$ cat src/rtl/mle_pkg.sv
// package of offsets, layouts and types for the mdio link/command events
package mle_pkg;
	// ========================================
	// sizes
	localparam int NUM_PHY = 32;
	localparam int NUM_CH = 2;
	localparam int PHY_AW = 5;
	localparam int BUS_AW = 8;

	// ========================================
	// register byte offsets
	localparam logic [7:0] OFS_CONN_STATE = 8'h00;
	localparam logic [7:0] OFS_LINK_RAW = 8'h04;
	localparam logic [7:0] OFS_LINK_MASKED = 8'h08;
	localparam logic [7:0] OFS_CMD_RAW = 8'h0c;
	localparam logic [7:0] OFS_CMD_MASKED = 8'h10;
	localparam logic [7:0] OFS_CMD_MASK_SET = 8'h14;
	localparam logic [7:0] OFS_CMD_MASK_CLR = 8'h18;
	localparam logic [7:0] OFS_LINK_IRQ_EN = 8'h1c;
	localparam logic [7:0] OFS_PHY_SEL0 = 8'h20;
	localparam logic [7:0] OFS_PHY_SEL1 = 8'h24;
	localparam logic [7:0] OFS_CMD_CH0 = 8'h28;
	localparam logic [7:0] OFS_CMD_CH1 = 8'h2c;

	// ========================================
	// field positions
	localparam int GO_BIT = 31;

	// ========================================
	// reset values
	localparam logic [31:0] RST_CONN_STATE = 32'h0000_0000;
	localparam logic [1:0] RST_EVENTS = 2'h0;
	localparam logic [1:0] RST_ENABLES = 2'h0;
	localparam logic [4:0] RST_PHY_SEL = 5'h00;

	// ========================================
	// types
	// one finished read of a phy's generic status register
	typedef struct packed {
		logic valid;
		logic [PHY_AW-1:0] phy_addr;
		logic ack;
		logic link_up;
	} mle_status_rpt_t;

	typedef struct packed {
		logic read;
		logic write;
		logic [BUS_AW-1:0] address;
		logic [3:0] byteenable;
		logic [31:0] writedata;
	} mle_avs_req_t;

	typedef enum logic {
		BUS_WAIT,
		BUS_SERVE
	} mle_bus_state_t;
endpackage : mle_pkg

$ cat src/rtl/mle_events.sv
// connection-state vector, link and command events, avalon register slave
//
// Added by the designer: the Avalon-MM slave port and the placing of the registers.
`timescale 1ns/1ps
`default_nettype none

module mle_events
	import mle_pkg::*;
(
	// clock and reset
	input wire logic clk_i,
	input wire logic nrst_i,
	// avalon-mm slave
	input wire logic avs_read_i,
	input wire logic avs_write_i,
	input wire logic [BUS_AW-1:0] avs_address_i,
	input wire logic [3:0] avs_byteenable_i,
	input wire logic [31:0] avs_writedata_i,
	output logic [31:0] avs_readdata_o,
	output logic avs_waitrequest_o,
	// from the mdio frame engine
	input wire mle_status_rpt_t status_rpt_i,
	input wire logic [NUM_CH-1:0] cmd_done_i,
	// to the mdio frame engine
	output logic [NUM_CH-1:0] cmd_go_o,
	// interrupts
	output logic link_irq_o,
	output logic cmd_irq_o,
	output logic irq_o
);

	// ========================================
	// helpers

	// byte enables widened to a bit mask
	function automatic logic [31:0] lane_mask(input logic [3:0] be);
		lane_mask = {{8{be[3]}}, {8{be[2]}}, {8{be[1]}}, {8{be[0]}}};
	endfunction : lane_mask

	// a write of the given offset takes effect this cycle
	function automatic logic hit(input logic take, input logic [7:0] a,
		input logic [7:0] ofs);
		hit = take && (a == ofs);
	endfunction : hit

	// ========================================
	// bus slave handshake

	mle_avs_req_t req;
	mle_bus_state_t bus_state;
	mle_bus_state_t next_bus_state;
	logic wr_take;
	logic rd_take;
	logic [31:0] wmask_data;

	assign req = '{read: avs_read_i, write: avs_write_i,
		address: avs_address_i, byteenable: avs_byteenable_i,
		writedata: avs_writedata_i};

	// one wait cycle: read data is formed, then served with waitrequest low
	assign avs_waitrequest_o = (req.read || req.write) &&
		(bus_state == BUS_WAIT);
	assign wr_take = req.write && (bus_state == BUS_SERVE);
	assign rd_take = req.read && (bus_state == BUS_WAIT);
	// disabled lanes write zero, which w1c and w1s fields ignore
	assign wmask_data = req.writedata & lane_mask(req.byteenable);

	// handshake state: serve the cycle after a request shows up
	always_comb begin
		next_bus_state = BUS_WAIT;
		case (bus_state)
			BUS_WAIT: begin
				if (req.read || req.write) begin
					next_bus_state = BUS_SERVE;
				end
			end
			BUS_SERVE: begin
				next_bus_state = BUS_WAIT;
			end
			default: begin
				next_bus_state = BUS_WAIT;
			end
		endcase
	end

	always_ff @(posedge clk_i) begin
		if (!nrst_i) begin
			bus_state <= BUS_WAIT;
		end else begin
			bus_state <= next_bus_state;
		end
	end

	// ========================================
	// connection-state vector

	logic [NUM_PHY-1:0] conn_state;
	logic [NUM_PHY-1:0] next_conn_state;
	logic new_bit;
	logic [NUM_CH-1:0] link_changed;
	logic [PHY_AW-1:0] phy_sel [NUM_CH];

	// only the frame engine writes here; bus writes never reach it
	always_comb begin
		next_conn_state = conn_state;
		new_bit = status_rpt_i.ack && status_rpt_i.link_up;
		if (status_rpt_i.valid) begin
			next_conn_state[status_rpt_i.phy_addr] = new_bit;
		end
	end

	// a change only counts for the phy each channel watches
	always_comb begin
		for (int k = 0; k < NUM_CH; k++) begin
			link_changed[k] = status_rpt_i.valid &&
				(status_rpt_i.phy_addr == phy_sel[k]) &&
				(conn_state[status_rpt_i.phy_addr] != new_bit);
		end
	end

	always_ff @(posedge clk_i) begin
		if (!nrst_i) begin
			conn_state <= RST_CONN_STATE;
		end else begin
			conn_state <= next_conn_state;
		end
	end

	// ========================================
	// software control registers

	logic [PHY_AW-1:0] next_phy_sel [NUM_CH];
	logic [NUM_CH-1:0] link_irq_en;
	logic [NUM_CH-1:0] next_link_irq_en;
	logic [NUM_CH-1:0] cmd_mask;
	logic [NUM_CH-1:0] next_cmd_mask;
	logic [7:0] wa;

	assign wa = req.address;

	// enable and select fields live in byte lane 0
	always_comb begin
		next_phy_sel[0] = phy_sel[0];
		next_phy_sel[1] = phy_sel[1];
		next_link_irq_en = link_irq_en;
		next_cmd_mask = cmd_mask;
		if (hit(wr_take, wa, OFS_PHY_SEL0) && req.byteenable[0]) begin
			next_phy_sel[0] = req.writedata[PHY_AW-1:0];
		end
		if (hit(wr_take, wa, OFS_PHY_SEL1) && req.byteenable[0]) begin
			next_phy_sel[1] = req.writedata[PHY_AW-1:0];
		end
		if (hit(wr_take, wa, OFS_LINK_IRQ_EN) && req.byteenable[0]) begin
			next_link_irq_en = req.writedata[NUM_CH-1:0];
		end
		if (hit(wr_take, wa, OFS_CMD_MASK_SET)) begin
			next_cmd_mask = cmd_mask | wmask_data[NUM_CH-1:0];
		end
		if (hit(wr_take, wa, OFS_CMD_MASK_CLR)) begin
			next_cmd_mask = cmd_mask & ~wmask_data[NUM_CH-1:0];
		end
	end

	always_ff @(posedge clk_i) begin
		if (!nrst_i) begin
			phy_sel[0] <= RST_PHY_SEL;
			phy_sel[1] <= RST_PHY_SEL;
			link_irq_en <= RST_ENABLES;
			cmd_mask <= RST_ENABLES;
		end else begin
			phy_sel[0] <= next_phy_sel[0];
			phy_sel[1] <= next_phy_sel[1];
			link_irq_en <= next_link_irq_en;
			cmd_mask <= next_cmd_mask;
		end
	end

	// ========================================
	// command channels and start bits

	logic [NUM_CH-1:0] cmd_go;
	logic [NUM_CH-1:0] next_cmd_go;
	logic [NUM_CH-1:0] go_set;
	logic [NUM_CH-1:0] cmd_finish;

	assign go_set[0] = hit(wr_take, wa, OFS_CMD_CH0) &&
		wmask_data[GO_BIT];
	assign go_set[1] = hit(wr_take, wa, OFS_CMD_CH1) &&
		wmask_data[GO_BIT];
	// a done pulse without a pending start is stray and ignored
	assign cmd_finish = cmd_done_i & cmd_go;

	// start bit drops itself when the engine reports the access done
	always_comb begin
		next_cmd_go = (cmd_go & ~cmd_finish) | go_set;
	end

	always_ff @(posedge clk_i) begin
		if (!nrst_i) begin
			cmd_go <= RST_ENABLES;
		end else begin
			cmd_go <= next_cmd_go;
		end
	end

	assign cmd_go_o = cmd_go;

	// ========================================
	// event bits

	logic [NUM_CH-1:0] link_raw;
	logic [NUM_CH-1:0] next_link_raw;
	logic [NUM_CH-1:0] cmd_raw;
	logic [NUM_CH-1:0] next_cmd_raw;
	logic [NUM_CH-1:0] link_masked;
	logic [NUM_CH-1:0] cmd_masked;
	logic [NUM_CH-1:0] link_clr;
	logic [NUM_CH-1:0] cmd_clr;

	// clearing the masked view clears the event behind it
	always_comb begin
		link_clr = '0;
		cmd_clr = '0;
		if (hit(wr_take, wa, OFS_LINK_RAW) ||
			hit(wr_take, wa, OFS_LINK_MASKED)) begin
			link_clr = wmask_data[NUM_CH-1:0];
		end
		if (hit(wr_take, wa, OFS_CMD_RAW) ||
			hit(wr_take, wa, OFS_CMD_MASKED)) begin
			cmd_clr = wmask_data[NUM_CH-1:0];
		end
		// a new event in the clearing cycle survives
		next_link_raw = (link_raw & ~link_clr) | link_changed;
		next_cmd_raw = (cmd_raw & ~cmd_clr) | cmd_finish;
	end

	always_ff @(posedge clk_i) begin
		if (!nrst_i) begin
			link_raw <= RST_EVENTS;
			cmd_raw <= RST_EVENTS;
		end else begin
			link_raw <= next_link_raw;
			cmd_raw <= next_cmd_raw;
		end
	end

	// masked views follow raw and enables with no extra storage
	assign link_masked = link_raw & link_irq_en;
	assign cmd_masked = cmd_raw & cmd_mask;

	// level requests, held until software clears the event or its enable or mask bit
	assign link_irq_o = |link_masked;
	assign cmd_irq_o = |cmd_masked;
	assign irq_o = link_irq_o || cmd_irq_o;

	// ========================================
	// read data path

	logic [31:0] rdata;
	logic [31:0] next_rdata;

	// unmapped offsets read as zero; reserved bits read as zero
	always_comb begin
		next_rdata = rdata;
		if (rd_take) begin
			next_rdata = 32'h0000_0000;
			if (wa == OFS_CONN_STATE) begin
				next_rdata = conn_state;
			end else if (wa == OFS_LINK_RAW) begin
				next_rdata[NUM_CH-1:0] = link_raw;
			end else if (wa == OFS_LINK_MASKED) begin
				next_rdata[NUM_CH-1:0] = link_masked;
			end else if (wa == OFS_CMD_RAW) begin
				next_rdata[NUM_CH-1:0] = cmd_raw;
			end else if (wa == OFS_CMD_MASKED) begin
				next_rdata[NUM_CH-1:0] = cmd_masked;
			end else if (wa == OFS_CMD_MASK_SET ||
				wa == OFS_CMD_MASK_CLR) begin
				next_rdata[NUM_CH-1:0] = cmd_mask;
			end else if (wa == OFS_LINK_IRQ_EN) begin
				next_rdata[NUM_CH-1:0] = link_irq_en;
			end else if (wa == OFS_PHY_SEL0) begin
				next_rdata[PHY_AW-1:0] = phy_sel[0];
			end else if (wa == OFS_PHY_SEL1) begin
				next_rdata[PHY_AW-1:0] = phy_sel[1];
			end else if (wa == OFS_CMD_CH0) begin
				next_rdata[GO_BIT] = cmd_go[0];
			end else if (wa == OFS_CMD_CH1) begin
				next_rdata[GO_BIT] = cmd_go[1];
			end
		end
	end

	always_ff @(posedge clk_i) begin
		if (!nrst_i) begin
			rdata <= 32'h0000_0000;
		end else begin
			rdata <= next_rdata;
		end
	end

	assign avs_readdata_o = rdata;

endmodule : mle_events

`default_nettype wire

$ cat config.mk
export PLATFORM = sky130hd
export DESIGN_NAME = mle_events
export DESIGN_NICKNAME = d
export VERILOG_FILES = /design/src/rtl/mle_pkg.sv /design/src/rtl/mle_events.sv
export SDC_FILE = /design/constraint.sdc
export NUM_CORES = 1
export LEC_CHECK = 0
export BUFFER_PORTS_ARGS = -buffer_cell sky130_fd_sc_hd__buf_2
export CAP_MARGIN = 25
export CORE_MARGIN = 2
export CORE_UTILIZATION = 50
export DETAILED_ROUTE_END_ITERATION = 16
export GPL_TIMING_DRIVEN = 0
export PLACE_DENSITY = 0.75
export SYNTH_ARGS = -nofsm -noshare
export SYNTH_HDL_FRONTEND = slang
export SYNTH_SLANG_ARGS = --single-unit
$ cat constraint.sdc
create_clock -name clk_i -period 2.3 [get_ports clk_i]
set_input_delay 0.23 -clock clk_i [delete_from_list [all_inputs] [get_ports clk_i]]
set_output_delay 0.23 -clock clk_i [all_outputs]
set_load 0.01 [all_outputs]
==> impl_metrics.toml <==
[global_route]
grt_usage_pct = 24.02
overflow = 0
grt_pass1_wl_mm = 18.28
grt_max_degree = 14
antenna_found_initial = 0
grt_pass1_vias = 3687

[route]
routed_wl_mm = 11.28
drt_iter0_drc = 261
vias = 4031
firstDrtPassIters = 5
drc = 0
postRouteAntennaNets = 0
via_per_inst = 5.868
wl_per_cell_um = 16.41

[sta]
clock_skew_ps = 11.88
whs_ps = 129.3
relSlewSlack_pct = 60.59
post-route-period-util_pct = 90.68
drv_slew = 0
setup_ws_ps = 214.3
rsz0062_at_grt = "no"
clock.fmax_mhz = 479.5
worstMarginPinSlew_ps = 591.1
min_period_ps = 2086
setup_tns_ps = 0
hold_violations = 0
setup_viol = 0

[placement]
gp_congestion = 0.9162
dp_slack_ps = 251.3
portBuffers = 65
dp_cells = 672
place_hpwl_mm = 8.378

[yosys]
synth_top_cell_area_share_pct = 39.60
synth_cells = 502
synth_edf_count = 0
yosys.cell_types.count = 53
avgSynthCellArea_um2 = 8.559
seq_area_frac_synth_pct = 39.60
synth_fp_nets = 560
ys_ff_latch = 85
async_reset_ff_share_pct = 0
synth_top_cells_by_area = "dfxtp_1 (40%), a21boi_0 (6.6%), nand2_1 (5.4%)"
yosys_warnings = 0
synth_most_common_cell = "dfxtp_1"
synth_top_flop_cell = "dfxtp_1"
synth_area_um2 = 4297
netlist_top_cells_count = "dfxtp_1 (85), nand2_1 (62), nor2_1 (47)"
yosysTopAreaCell = "dfxtp_1"

[die]
die_x_um = 96.70
die_area_um2 = 9351
core-area_um2 = 8258
ioPinCount = 96
row_count = 33
fp.dieH_um = 96.70
start_util_pct = 52.03

[finish]
finish.net_count = 636
nFillCells = 764
utilization_pct = 59.74
syn2layout_area_growth_pct = 14.82
final_layout_size_suffix_gt1_share_pct = 18.21
n_antenna_cell = 0
final-instance-count-excl-fill = 687

[hold_path]
worstHoldPathType = "input pin to flop"
hold_path_depth = 3
hold_path_end = "cmd_raw[0]"
hold_start = "cmd_done_i[0]"

[critical_path]
reg2reg_from = "bus_state"
worstPathMaxFanout = 10
r2r_end = "avs_readdata_o[1]"
crit_path_end_kind = "flop"
setup.worst_path.start_class = "flop"
critPathKind = "flop to flop"
reg2reg_depth = 6
r2r_slack_ps = 210
worstPathArrival_ps = 2360
required_ps = 2570

[status]
status = "complete, no violations"

[clock_tree]
cts_root_buffer = "clkbuf_8"
cts_hold_buf = 0
cts_num_sinks = 85
post_cts_resize_count = 0
cts_buffers = 9
cts_setup_buffers = 0
cts_max_level = 3
clk_latency_ps = 360
cts_tree = "yes"
path_clk_slew_ps = 90
clock_path_buffers = 2

[power]
power_leakage_nw = 1.861
ir_worst_vdd_uv = 290.1
p_per_area_nw_per_um2 = 563.8

[run]
maxCapViolCount = 0
-- where the power goes --
part	leakage (nW)	switching (W)	internal (W)
clock	0.0919	0.000527	0.000491
combinational	1.08	0.000174	0.000101
sequential	0.686	0.00000755	0.00148
total	1.86	0.000709	0.00207
-- through the flow --
stage	power (W)	area [um^2]
6_report	0.002782	4933
3_3_place_gp	0.001789	4753
4_1_cts	0.002788	4933
3_5_place_dp	0.001794	4753
2_1_floorplan	0.001692	4297
5_1_grt	0.002875	4933
-- placed cells by master, fill, tap and decap left out, types with 4 or more instances in the layout --
cell	Yosys	routed
nand2b_1	5	5
buf_4	4	4
mux4_2	4	4
clkbuf_8	0	9
clkbuf_1	24	25
o21ai_0	31	31
nand2_1	62	62
dfxtp_1	85	85
and2_1	4	4
o211a_1	4	4
buf_6	4	4
a21oi_1	9	9
nand3_1	14	14
buf_2	6	71
nor3_1	7	7
nor2_1	47	47
nand3b_1	5	5
xor2_1	10	10
a21boi_0	38	38
mux2i_1	19	19
a22oi_1	26	26
o22ai_1	6	6
nor2b_1	36	36
-- state kept, by name, indices dropped and copies added, names as in the netlist, named ones only --
signal	flops
conn_state	32
bus_state	1
phy_sel	10
cmd_go_o	2
cmd_raw	2
avs_readdata_o	32
link_irq_en	2
link_raw	2
-- kinds of logic (layout without fill, tap and decap cells) --
logic type             count (synthesis)  after routing  share of synthesized area, %
buffers and inverters                 40            120                         4.718
XOR/XNOR                              11             11                         2.242
flip-flops                            85             85                         39.60
AND/OR/NAND/NOR                      204            204                         24.26
multiplexers                          23             23                         6.523
AO/OA/AOI/OAI                        139            139                         22.66
-- worst max-delay path by stage --
| stage | from | endpoint | slack (ps) | cells after the start |
|---|---|---|---|---|
| after detailed placement | bus_state | avs_readdata_o[1] | 250 | 6 |
| after CTS | bus_state | avs_readdata_o[1] | 240 | 6 |
| after floorplan | status_rpt_i[3] | link_raw[0] | 680 | 8 |
| after global placement | status_rpt_i[3] | link_raw[1] | 280 | 8 |
| after global routing | bus_state | avs_readdata_o[1] | 90 | 6 |
| final | bus_state | avs_readdata_o[1] | 210 | 6 |
-- cell type report --
cell class              instances  area (um^2)  area share (%)
flip-flops and latches         85         1702           34.49
multi-input cells             377         2392           48.49
inverters                       2        7.507          0.1522
well taps                     105        131.4           2.663
plain buffers                  38        195.2           3.956
repair buffers                 65        325.3           6.594
clock buffers                  10        127.6           2.587
clock inverters                 5        52.55           1.065
-- critical path: stages, from the launching register on --
cell and delay [ps]:
dfxtp_1 390, nand2b_1 290, clkbuf_1 450, clkbuf_1 420, nor2_1 150, o21a_1 140, a211oi_1 160
-- metal layers --
| layer | track usage [%] | vias to the layer above | routed length, um |
|---|---|---|---|
| li1 | - | 1939 | - |
| met4 | 9.534 | 0 | 217 |
| met3 | 3.685 | 17 | 747 |
| met2 | 38.41 | 158 | 5236 |
| met1 | 32.71 | 1917 | 5073 |
| met5 | 0 | - | 0 |
No activity file was read; power rests on OpenSTA's default activity.
